===== src/hsd_pkg.sv =====
`default_nettype none
package hsd_pkg;
  localparam int unsigned CLK_HZ = 200_000_000;
  localparam int unsigned TICK_US = 1000;
  localparam int unsigned TICK_CYC = CLK_HZ / 1_000_000 * TICK_US;
  localparam logic [7:0] OFF_FILTER = 8'h0C;
  localparam logic [7:0] OFF_JACK = 8'h0D;
  localparam logic [7:0] OFF_DRIVER = 8'h0E;
  localparam logic [7:0] RST_REG = 8'h00;
  localparam int unsigned DEB_SAMPLES = 8;
  localparam int unsigned HP_L_LSB = 6;
  localparam int unsigned HP_R_LSB = 4;
  localparam int unsigned B_FX_L = 3;
  localparam int unsigned B_DEEMP_L = 2;
  localparam int unsigned B_FX_R = 1;
  localparam int unsigned B_DEEMP_R = 0;
  localparam int unsigned B_DET_EN = 7;
  localparam int unsigned TYPE_LSB = 5;
  localparam int unsigned JDEB_LSB = 2;
  localparam int unsigned BDEB_LSB = 0;
  localparam int unsigned B_ACCPL = 7;
  localparam int unsigned B_FULLDIFF = 6;
  localparam int unsigned B_BTN = 5;
  localparam int unsigned B_PRESENT = 4;
  localparam int unsigned B_PSEUDODIFF = 3;
  // Jack tick is 2 ms shifted by code, code 7 wrapping to 1 ms; button tick 1 ms shifted by code-1
  localparam logic [2:0] JACK_BASE_SHIFT = 3'h1;
  typedef struct packed {
    logic [1:0] hp_left;
    logic [1:0] hp_right;
    logic fx_left;
    logic deemp_left;
    logic fx_right;
    logic deemp_right;
  } filter_ctl_s;
  typedef struct packed {
    logic ac_coupled;
    logic full_diff;
    logic pseudo_diff;
  } driver_ctl_s;
  typedef struct packed {
    logic [7:0] addr;
    logic [7:0] wdata;
    logic wr;
    logic rd;
  } reg_req_s;
endpackage
`default_nettype wire


===== src/hsd_tick.sv =====
`timescale 1ns/1ps
`default_nettype none
module hsd_tick
  import hsd_pkg::*;
#(
  // Clocks per 1 ms tick
  parameter int unsigned TICK_CYCLES = TICK_CYC
) (
  input wire logic clk,
  input wire logic rst,
  input wire logic ce,
  output logic ms_tick
);
  logic [$clog2(TICK_CYCLES)-1:0] cnt_q;
  always_ff @(posedge clk or posedge rst) begin
    if (rst) begin
      cnt_q <= '0;
      ms_tick <= 1'b0;
    end else if (ce) begin
      ms_tick <= (cnt_q == ($clog2(TICK_CYCLES))'(TICK_CYCLES - 1));
      if (cnt_q == ($clog2(TICK_CYCLES))'(TICK_CYCLES - 1)) begin
        cnt_q <= '0;
      end else begin
        cnt_q <= cnt_q + 1'b1;
      end
    end
  end
endmodule
`default_nettype wire


===== src/hsd_debounce.sv =====
`timescale 1ns/1ps
`default_nettype none
// Accepts a new level after DEB_SAMPLES equal samples on sample ticks
module hsd_debounce
  import hsd_pkg::*;
#(
  parameter int W = 1
) (
  input wire logic clk,
  input wire logic rst,
  input wire logic ce,
  input wire logic bypass,
  input wire logic sample,
  input wire logic [W-1:0] raw,
  output logic [W-1:0] stable
);
  logic [W-1:0] last_q;
  logic [$clog2(DEB_SAMPLES+1)-1:0] cnt_q;
  always_ff @(posedge clk or posedge rst) begin
    if (rst) begin
      last_q <= '0;
      cnt_q <= '0;
      stable <= '0;
    end else if (ce) begin
      if (bypass) begin
        stable <= raw;
        last_q <= raw;
        cnt_q <= '0;
      end else if (sample) begin
        last_q <= raw;
        if (raw != last_q) begin
          cnt_q <= '0;
        end else if (cnt_q == ($clog2(DEB_SAMPLES+1))'(DEB_SAMPLES - 1)) begin
          stable <= raw;
        end else begin
          cnt_q <= cnt_q + 1'b1;
        end
      end
    end
  end
endmodule
`default_nettype wire


===== src/hsd_regs.sv =====
`timescale 1ns/1ps
`default_nettype none
module filter_and_headset_detect_regs
  import hsd_pkg::*;
#(
  // Clocks per 1 ms debounce tick; shortened only to speed up checks
  parameter int unsigned TICK_CYCLES = TICK_CYC
) (
  input wire logic clk,
  input wire logic rst,
  input wire logic ce,
  input wire logic [7:0] addr,
  input wire logic [7:0] wdata,
  input wire logic wr,
  input wire logic rd,
  output logic [7:0] rdata,
  input wire logic stereo_sense,
  input wire logic cell_sense,
  input wire logic button_sense,
  output filter_ctl_s filter_ctl,
  output driver_ctl_s driver_ctl,
  output logic detect_enable
);
  logic [7:0] filt_q;
  logic det_en_q;
  logic [2:0] jdeb_q;
  logic [1:0] bdeb_q;
  logic [1:0] type_q;
  logic btn_flag_q;
  driver_ctl_s drv_q;
  logic [2:0] sync_a_q, sync_b_q;
  logic ms_tick;
  logic [6:0] div_q;
  logic jack_sample, btn_sample;
  logic [1:0] jack_stable;
  logic btn_stable, btn_prev_q;
  logic btn_press;

  function automatic logic [6:0] tick_mask(input logic [2:0] shift);
    tick_mask = 7'((8'h01 << shift) - 8'h01);
  endfunction

  // Pins from outside pass two flip-flops
  always_ff @(posedge clk or posedge rst) begin
    if (rst) begin
      sync_a_q <= '0;
      sync_b_q <= '0;
    end else if (ce) begin
      sync_a_q <= {button_sense, cell_sense, stereo_sense};
      sync_b_q <= sync_a_q;
    end
  end

  hsd_tick #(.TICK_CYCLES(TICK_CYCLES)) u_tick (
    .clk(clk),
    .rst(rst),
    .ce(ce),
    .ms_tick(ms_tick)
  );

  always_ff @(posedge clk or posedge rst) begin
    if (rst) begin
      div_q <= '0;
    end else if (ce && ms_tick) begin
      div_q <= div_q + 1'b1;
    end
  end

  // jack sample period 2 ms doubling per code, wrapping to 1 ms at code 7
  assign jack_sample = ms_tick && ((div_q & tick_mask(jdeb_q + JACK_BASE_SHIFT)) == '0);
  // button sample 1, 2 or 4 ms
  assign btn_sample = ms_tick && ((div_q & tick_mask(3'(bdeb_q) - 3'h1)) == '0);

  hsd_debounce #(.W(2)) u_jack_deb (
    .clk(clk),
    .rst(rst),
    .ce(ce && det_en_q),
    .bypass(1'b0),
    .sample(jack_sample),
    .raw(sync_b_q[1:0]),
    .stable(jack_stable)
  );

  hsd_debounce #(.W(1)) u_btn_deb (
    .clk(clk),
    .rst(rst),
    .ce(ce && det_en_q),
    .bypass(bdeb_q == 2'h0),
    .sample(btn_sample),
    .raw(sync_b_q[2]),
    .stable(btn_stable)
  );

  always_ff @(posedge clk or posedge rst) begin
    if (rst) begin
      btn_prev_q <= 1'b0;
    end else if (ce) begin
      btn_prev_q <= btn_stable;
    end
  end
  assign btn_press = det_en_q && btn_stable && !btn_prev_q;

  always_ff @(posedge clk or posedge rst) begin
    if (rst) begin
      filt_q <= RST_REG;
    end else if (ce && wr && addr == OFF_FILTER) begin
      filt_q <= wdata;
    end
  end
  assign filter_ctl.hp_left = filt_q[HP_L_LSB +: 2];
  assign filter_ctl.hp_right = filt_q[HP_R_LSB +: 2];
  assign filter_ctl.fx_left = filt_q[B_FX_L];
  assign filter_ctl.deemp_left = filt_q[B_DEEMP_L];
  assign filter_ctl.fx_right = filt_q[B_FX_R];
  assign filter_ctl.deemp_right = filt_q[B_DEEMP_R];

  always_ff @(posedge clk or posedge rst) begin
    if (rst) begin
      det_en_q <= 1'b0;
      jdeb_q <= '0;
      bdeb_q <= '0;
    end else if (ce && wr && addr == OFF_JACK) begin
      det_en_q <= wdata[B_DET_EN];
      jdeb_q <= wdata[JDEB_LSB +: 3];
      bdeb_q <= wdata[BDEB_LSB +: 2];
    end
  end
  assign detect_enable = det_en_q;

  always_ff @(posedge clk or posedge rst) begin
    if (rst) begin
      type_q <= '0;
    end else if (ce && det_en_q) begin
      type_q <= {jack_stable[1], jack_stable[0]};
    end
  end

  always_ff @(posedge clk or posedge rst) begin
    if (rst) begin
      drv_q <= '0;
    end else if (ce && wr && addr == OFF_DRIVER) begin
      drv_q.ac_coupled <= wdata[B_ACCPL];
      drv_q.full_diff <= wdata[B_FULLDIFF];
      drv_q.pseudo_diff <= wdata[B_PSEUDODIFF];
    end
  end
  assign driver_ctl = drv_q;

  // sticky flag, set wins over read clear
  always_ff @(posedge clk or posedge rst) begin
    if (rst) begin
      btn_flag_q <= 1'b0;
    end else if (ce) begin
      if (btn_press) begin
        btn_flag_q <= 1'b1;
      end else if (rd && addr == OFF_DRIVER) begin
        btn_flag_q <= 1'b0;
      end
    end
  end

  // Read data one cycle after strobe, zero otherwise while ce is high; held while ce is low
  always_ff @(posedge clk or posedge rst) begin
    if (rst) begin
      rdata <= '0;
    end else if (ce) begin
      rdata <= '0;
      if (rd) begin
        unique case (addr)
          OFF_FILTER: rdata <= filt_q;
          OFF_JACK: rdata <= {det_en_q, type_q, jdeb_q, bdeb_q};
          OFF_DRIVER: rdata <= {drv_q.ac_coupled, drv_q.full_diff, btn_flag_q,
                                (type_q != 2'h0), drv_q.pseudo_diff, 3'h0};
          default: rdata <= '0;
        endcase
      end
    end
  end
endmodule
`default_nettype wire


===== config.mk =====
export PLATFORM = sky130hd
export DESIGN_NAME = filter_and_headset_detect_regs
export DESIGN_NICKNAME = d
export VERILOG_FILES = /design/src/hsd_pkg.sv /design/src/hsd_tick.sv /design/src/hsd_debounce.sv /design/src/hsd_regs.sv
export SDC_FILE = /design/constraint.sdc
export NUM_CORES = 1
export LEC_CHECK = 0
export ABC_AREA = 0
export BUFFER_PORTS_ARGS = -buffer_cell sky130_fd_sc_hd__buf_2
export CORE_MARGIN = 4
export CORE_UTILIZATION = 28
export CTS_CLUSTER_DIAMETER = 200
export DETAILED_ROUTE_END_ITERATION = 16
export SLEW_MARGIN = 15
export SYNTH_ARGS = -nofsm -noshare
export SYNTH_HDL_FRONTEND = slang
export SYNTH_HIERARCHICAL = 1
export SYNTH_SLANG_ARGS = --single-unit

===== constraint.sdc =====
create_clock -name clk -period 3.54 [get_ports clk]
set_clock_uncertainty 0.15 [all_clocks]
set_input_delay 0.531 -clock clk [delete_from_list [all_inputs] [get_ports clk]]
set_output_delay 0.531 -clock clk [all_outputs]
set_load 0.01 [all_outputs]

==> results.json, run 1 <==
{
  "status": "finished clean",
  "synth-compound-area-share_pct": 8.45,
  "first_global_vias": 2820,
  "synth_cells": 354,
  "row_count": 43,
  "hold_violations": 0,
  "netlist_area_um2": 3960,
  "diodes": 0,
  "worstSetupEndpointType": "register",
  "ios": 44,
  "crit_path_start_kind": "register",
  "hold_path.class": "primary input to register",
  "fin_area_um2": 4780,
  "drv_slew": 0,
  "ys_warn_count": 6,
  "hold_depth": 2,
  "finalNetCount": 445,
  "period_minus_slack_ps": 3380,
  "async_flop_share_pct": 100,
  "cts_root_buf": "clkbuf_16",
  "yosysUniqueCellTypes": 67,
  "cts_buffers": 9,
  "synth_top_area_share_pct": 47.5,
  "ff2ff_path_depth": 13,
  "drive_above_1_share_pct": 28.9,
  "die_w_um": 127,
  "setup_violations": 0,
  "max_cap_viol_count": 0,
  "area_delta_synth_final_pct": 20.9,
  "cts_tree": "built",
  "cp-startpoint": "jdeb_q[0]",
  "path_max_fanout": 3,
  "period_share_pct": 95.4,
  "synthFlopType": "dfrtp_1",
  "yosys.area.top_type": "dfrtp_1",
  "fin_util_pct": 34.4,
  "fin_tns_setup_ps": 0,
  "dp_cells": 576,
  "dp_slack_ps": 103,
  "crit_arrival_ps": 3440,
  "hpwlAfterDp_mm": 6.31,
  "regToRegSetupSlack_ps": 160,
  "relSlewSlack_pct": 49.2,
  "port_buffers": 43,
  "regToRegStartpoint": "jdeb_q[0]",
  "cts_buffer_depth": 2,
  "cts_sinks": 75,
  "ant_nets": 0,
  "fp.dieH_um": 127,
  "fmax_mhz": 296,
  "overflow": 0,
  "critPathRequiredTime_ps": 3610,
  "p_leak_nw": 2.30,
  "drt_wl_total_mm": 8.59,
  "clock_latency_ps": 330,
  "place_area_um2": 4390,
  "clkSlewWorstSetupHoldPaths_ps": 60,
  "vias": 2840,
  "power_mw": 2.23,
  "final_cell_count_no_fill": 595,
  "min_to": "filter_ctl[5]",
  "grt_max_degree": 26,
  "hp-start": "wdata[5]",
  "routedWlPerCell_um": 14.4,
  "synth-seq-cells": 75,
  "powerDensity_nw_per_um2": 466,
  "synth-edff-count": 0,
  "worst_pin_slew_ps": 762,
  "drt_iter0_drc": 134,
  "ys_top_cells_by_area": "dfrtp_1 47%, mux2_2 4.8%, xnor2_1 3.5%, ha_1 3.2%, mux2_4 3.0%",
  "grt_usage_pct": 11.0,
  "drc_errors": 0,
  "synth_top_family_by_area": "simple AND/OR/NAND/NOR gates",
  "place_congestion": 0.816,
  "viasPerCell": 4.77,
  "dieArea_um2": 16100,
  "peakVddDrop_mv": 0.225,
  "whs_ps": 288,
  "core_area_um2": 13900,
  "h-tree-depth": 3,
  "setup_ws_ps": 162,
  "postSynthAreaPerCell_um2": 11.2,
  "grt_pass1_wl_mm": 14.3,
  "seq_area_frac_synth_pct": 47.5,
  "synth.area.mux_share_pct": 12.9,
  "synth_fa_ha_area_share_pct": 3.16,
  "r2r-end": "u_jack_deb/stable[1]",
  "drt_pass1_iterations": 4,
  "antenna_found_initial": 0,
  "yosys.area_share.simple_pct": 17.6,
  "setup.worst_path.class": "register to register",
  "initial_core_util_pct": 28.5,
  "fillers": 1388,
  "synth_xor_area_share_pct": 5.98
}
-- layer usage --
layer | share of wire, % | vias to the layer above | global-route usage [%]
met4 | 0.75 | 0 | 3.53
met5 | 0 | - | 0
met1 | 47 | 1387 | 14.8
li1 | - | 1365 | -
met3 | 6.7 | 8 | 3.62
met2 | 46 | 80 | 16.9
-- kinds of logic (layout without fill, tap and decap cells) --
logic type,count (synthesis),in the layout
flops,75,75
other cells,1,3
fa+ha+maj,10,10
compound gates,51,51
buf+inv,39,98
mux,44,44
xor+xnor,27,27
simple gates,107,107
-- synthesized netlist by cell type (all sizes together), types with 2 or more instances --
library cell and instances:
and2 2, nand2 15, xor2 11, a31o 2
nor4b 2, o221ai 2, o21ai 7, o22ai 11
xnor2 16, mux2 33, a21o 2, nor2 25
buf 5, nor3 7, nand3 20, dfrtp 75
nand4 9, and3 7, nand2b 4, clkbuf 3
inv 31, ha 10, nor4 6, o21a 2
a31oi 3, mux2i 11, a21oi 13
-- power breakdown --
group	internal [mW]	switching (mW)
Combinational	0.119	0.127
Sequential	0.931	0.101
Clock	0.612	0.340
Total	1.66	0.568
-- final cells by class --
type / count / area, µm² / share of cell area, %
sequential: 75 / 1880 / 39.3
timing repair buffer: 52 / 285 / 5.97
multi-input combinational: 242 / 1970 / 41.2
inverter: 31 / 116 / 2.43
clock inverter: 5 / 78.8 / 1.65
tap: 180 / 225 / 4.71
clock buffer: 10 / 229 / 4.79
-- layout by cell type, fill, tap and decap left out, types with 3 or more instances in the layout --
master and count:
dfrtp_1 75, and3_1 5, nand3_1 18, o21ai_0 5, xnor2_1 16, ha_1 8
nand2b_1 3, buf_2 43, o22ai_1 11, nor4_1 4, nor2_1 22, mux2i_1 11
nor3_2 4, nand4_1 5, mux2_2 16, inv_1 30, conb_1 3, buf_4 8
mux2_4 11, xor2_1 11, nand2_1 15, a31oi_1 3, mux2_1 6, clkbuf_16 9
a21oi_1 13
-- timing repair --
item	CTS	global route
resized for setup	0	10
endpoints found under the hold margin	2	0
endpoints found under the setup margin	0	2
buffers inserted	0	3
hold buffers	1	0
-- how the worst max path moves through the flow --
stage | end | slack [ps] | depth (start not counted)
finish | u_jack_deb/stable[1] | 160 | 13
global route | u_jack_deb/stable[1] | -9 | 13
CTS | u_jack_deb/stable[1] | 50 | 13
detailed placement | u_jack_deb/stable[1] | 100 | 13
global placement | u_jack_deb/stable[0] | 180 | 13
floorplan | u_jack_deb/stable[0] | 80 | 14
-- sequential cells by signal, indices dropped and copies added, names as in the netlist, 2 cells and up --
| register | flops |
|---|---|
| driver_ctl | 3 |
| bdeb_q | 2 |
| rdata | 8 |
| type_q | 2 |
| u_jack_deb/stable | 2 |
| sync_a_q | 3 |
| u_tick/cnt_q | 18 |
| div_q | 7 |
| jdeb_q | 3 |
| u_jack_deb/last_q | 2 |
| u_jack_deb/cnt_q | 4 |
| filter_ctl | 8 |
| u_btn_deb/cnt_q | 4 |
| sync_b_q | 3 |
-- worst max-delay path, cell delays in order (launching register included) --
cell      delay, ps
dfrtp_1         380
and2_4          170
ha_4            260
or3b_4          400
ha_4            190
nand2b_4         70
mux2_4          290
a21o_1          150
a32oi_1         150
and3_1          230
nand2b_1         90
nor4_2          210
o21a_1          220
mux2_4          310
Power figures use the tool's default switching activity.
==> inputs of run 2 (changes only) <==
--- a/config.mk
+++ b/config.mk
@@ -14,5 +14,4 @@
 export SLEW_MARGIN = 15
 export SYNTH_ARGS = -nofsm -noshare
 export SYNTH_HDL_FRONTEND = slang
-export SYNTH_HIERARCHICAL = 1
 export SYNTH_SLANG_ARGS = --single-unit
==> results.json, run 2 <==
{
  "status": "finished clean",
  "period_share_pct": 91.3,
  "area_delta_synth_final_pct": 19.0,
  "netlist_area_um2": 3730,
  "whs_ps": 285,
  "vias": 2665,
  "final_cell_count_no_fill": 563,
  "antenna_found_initial": 0,
  "share_comb_of_total_power_pct": 8.8,
  "place_congestion": 0.852,
  "cts_sinks": 75,
  "ant_nets": 0,
  "core_area_um2": 12800,
  "cts_root_buf": "clkbuf_16",
  "port_buffers": 43,
  "worst_pin_slew_ps": 926,
  "powerDensity_nw_per_um2": 463,
  "async_flop_share_pct": 100,
  "path_max_fanout": 11,
  "regArea_um2": 1880,
  "row_count": 41,
  "p_seq_share_pct": 47.4,
  "initial_core_util_pct": 29.1,
  "cts_buffer_depth": 2,
  "crit_chain": "and2_4 -> ha_1 -> nand2_1 -> ha_1 -> nand2_1 -> o31ai_1 -> a2111oi_0 -> o211a_2 -> nand2_1 -> mux2_1",
  "ctsHoldBuffers": 0,
  "fin_tns_setup_ps": 0,
  "max_cap_viol_count": 0,
  "clkSlewWorstSetupHoldPaths_ps": 60,
  "yosysMostFrequentCell": "dfrtp_1",
  "fp.dieH_um": 123,
  "crit_path_start_kind": "register",
  "worstSetupEndpointType": "register",
  "hold_violations": 0,
  "setup.worst_path.class": "register to register",
  "postSynthAreaPerCell_um2": 11.0,
  "cts_resized": 0,
  "first_global_vias": 2645,
  "synth-edff-count": 0,
  "dp_slack_ps": 361,
  "cp_num_buf_inv": 0,
  "max_stage_delay_ps": 540,
  "ys_top_cells_by_area": "dfrtp_1 50%, mux2_2 8.7%, ha_1 3.4%, xor2_1 3.3%, xnor2_1 3.1%",
  "largest-register": "u_tick.cnt_q",
  "cts_buffers": 9,
  "drc_errors": 0,
  "drive_above_1_share_pct": 24.3,
  "setup_ws_ps": 309,
  "syn_nets": 373,
  "grt_max_degree": 76,
  "cts_setup_buffers": 0,
  "critPathRequiredTime_ps": 3600,
  "ys_top_cells_by_count": "75 x dfrtp_1, 30 x nor2_1, 29 x mux2_2",
  "synthFlopType": "dfrtp_1",
  "die_w_um": 123,
  "drt_pass1_iterations": 4,
  "dp_cells": 548,
  "overflow": 0,
  "p_leak_nw": 2.16,
  "setup_violations": 0,
  "drt_wl_total_mm": 7.72,
  "h-tree-depth": 3,
  "grt_usage_pct": 10.9,
  "ys_warn_count": 0,
  "final_common_cell": "dfrtp_1",
  "multi_input_area_um2": 1770,
  "peakVddDrop_mv": 0.247,
  "final_cell_mix": "75 x dfrtp_1, 43 x buf_2, 30 x nor2_1",
  "drv_slew": 0,
  "crit_family": "compound AO/OA/AOI/OAI gates",
  "p_int_mw": 1.59,
  "slowest_stage": "a2111oi_0",
  "routedWlPerCell_um": 13.7,
  "synth_top_area_share_pct": 50.3,
  "grt_pass1_wl_mm": 13.2,
  "crit_arrival_ps": 3290,
  "period_minus_slack_ps": 3230,
  "diodes": 0,
  "drt_iter0_drc": 85,
  "dieArea_um2": 15200,
  "ios": 44,
  "largest_reg_flops": 18,
  "viasPerCell": 4.73,
  "fillers": 1307,
  "relSlewSlack_pct": 38.3,
  "clock_latency_ps": 330,
  "synth-seq-cells": 75,
  "seq_area_frac_synth_pct": 50.3,
  "clkPwrFrac_pct": 43.8,
  "rsz0062_at_grt": "no",
  "yosys.area.top_type": "dfrtp_1",
  "cts_tree": "built",
  "synth_cells": 339,
  "hpwlAfterDp_mm": 5.79,
  "hold_path.class": "primary input to register",
  "fmax_mhz": 309,
  "netSwitchingPower_mw": 0.470,
  "yosysUniqueCellTypes": 48,
  "swShare_pct": 22.9,
  "finalNetCount": 421,
  "crit_top_cell": "nand2_1"
}
==> run 2: area by class of cell <==
class / count / share of cell area, %
flip-flops and latches: 75 / 42.2
multi-input cells: 243 / 39.9
clock buffers: 13 / 5.86
repair buffers: 46 / 5.35
well taps: 172 / 4.84
inverters: 12 / 1.01
clock inverters: 2 / 0.789
==> run 2: metrics by stage <==
step	util (%)	total power, mW	instance area (µm²)
finish	34.6	2.06	4440
global route	34.6	2.16	4440
global placement	32.3	1.17	4150
CTS	34.6	2.09	4440
detailed placement	32.3	1.17	4150
floorplan	-	1.11	3730
==> run 2: kinds of logic after synthesis <==
| group | synth area share [%] |
|---|---|
| AO/OA/AOI/OAI | 9.12 |
| XOR/XNOR | 6.34 |
| adder cells (fa/ha/maj) | 3.35 |
| buffers and inverters | 2.21 |
| flip-flops | 50.3 |
| multiplexers | 12.9 |
| AND/OR/NAND/NOR | 15.8 |
==> run 2: per-layer routing <==
| metal | up-vias | track usage [%] | wire (µm) |
|---|---|---|---|
| li1 | 1307 | - | - |
| met1 | 1315 | 15.1 | 3870 |
| met2 | 36 | 16.8 | 3600 |
| met3 | 7 | 2.65 | 180 |
| met4 | 0 | 3.60 | 68 |
| met5 | - | 0 | 0 |
==> run 2: power by group through the flow <==
| stage | Clock [mW] | Combinational, mW | Sequential (mW) |
|---|---|---|---|
| after global placement | 0 | 0.179 | 0.987 |
| after CTS | 0.927 | 0.185 | 0.974 |
| after floorplan | 0 | 0.136 | 0.976 |
| after detailed placement | 0 | 0.185 | 0.988 |
| final | 0.901 | 0.181 | 0.974 |
| after global routing | 0.974 | 0.205 | 0.981 |
==> run 2: worst paths after layout <==
check	slack [ps]	startpoint	to	depth (start not counted)
setup / recovery	310	jdeb_q[0]	u_jack_deb.cnt_q[0]	10
hold / removal	290	wdata[5]	filter_ctl[5]	2
setup reg to reg	310	jdeb_q[0]	u_jack_deb.cnt_q[0]	10
hold reg to reg	300	btn_prev_q	btn_flag_q	1
max in group asynchronous	2300	rst	u_tick.cnt_q[9]	3
min in group asynchronous	340	rst	driver_ctl[1]	3
==> run 2: worst reg2reg max path: stages, from the launching register on <==
cell and delay (ps):
dfrtp_1 480, and2_4 230, ha_1 430, nand2_1 90
ha_1 240, nand2_1 110, o31ai_1 60, a2111oi_0 540
o211a_2 350, nand2_1 110, mux2_1 310
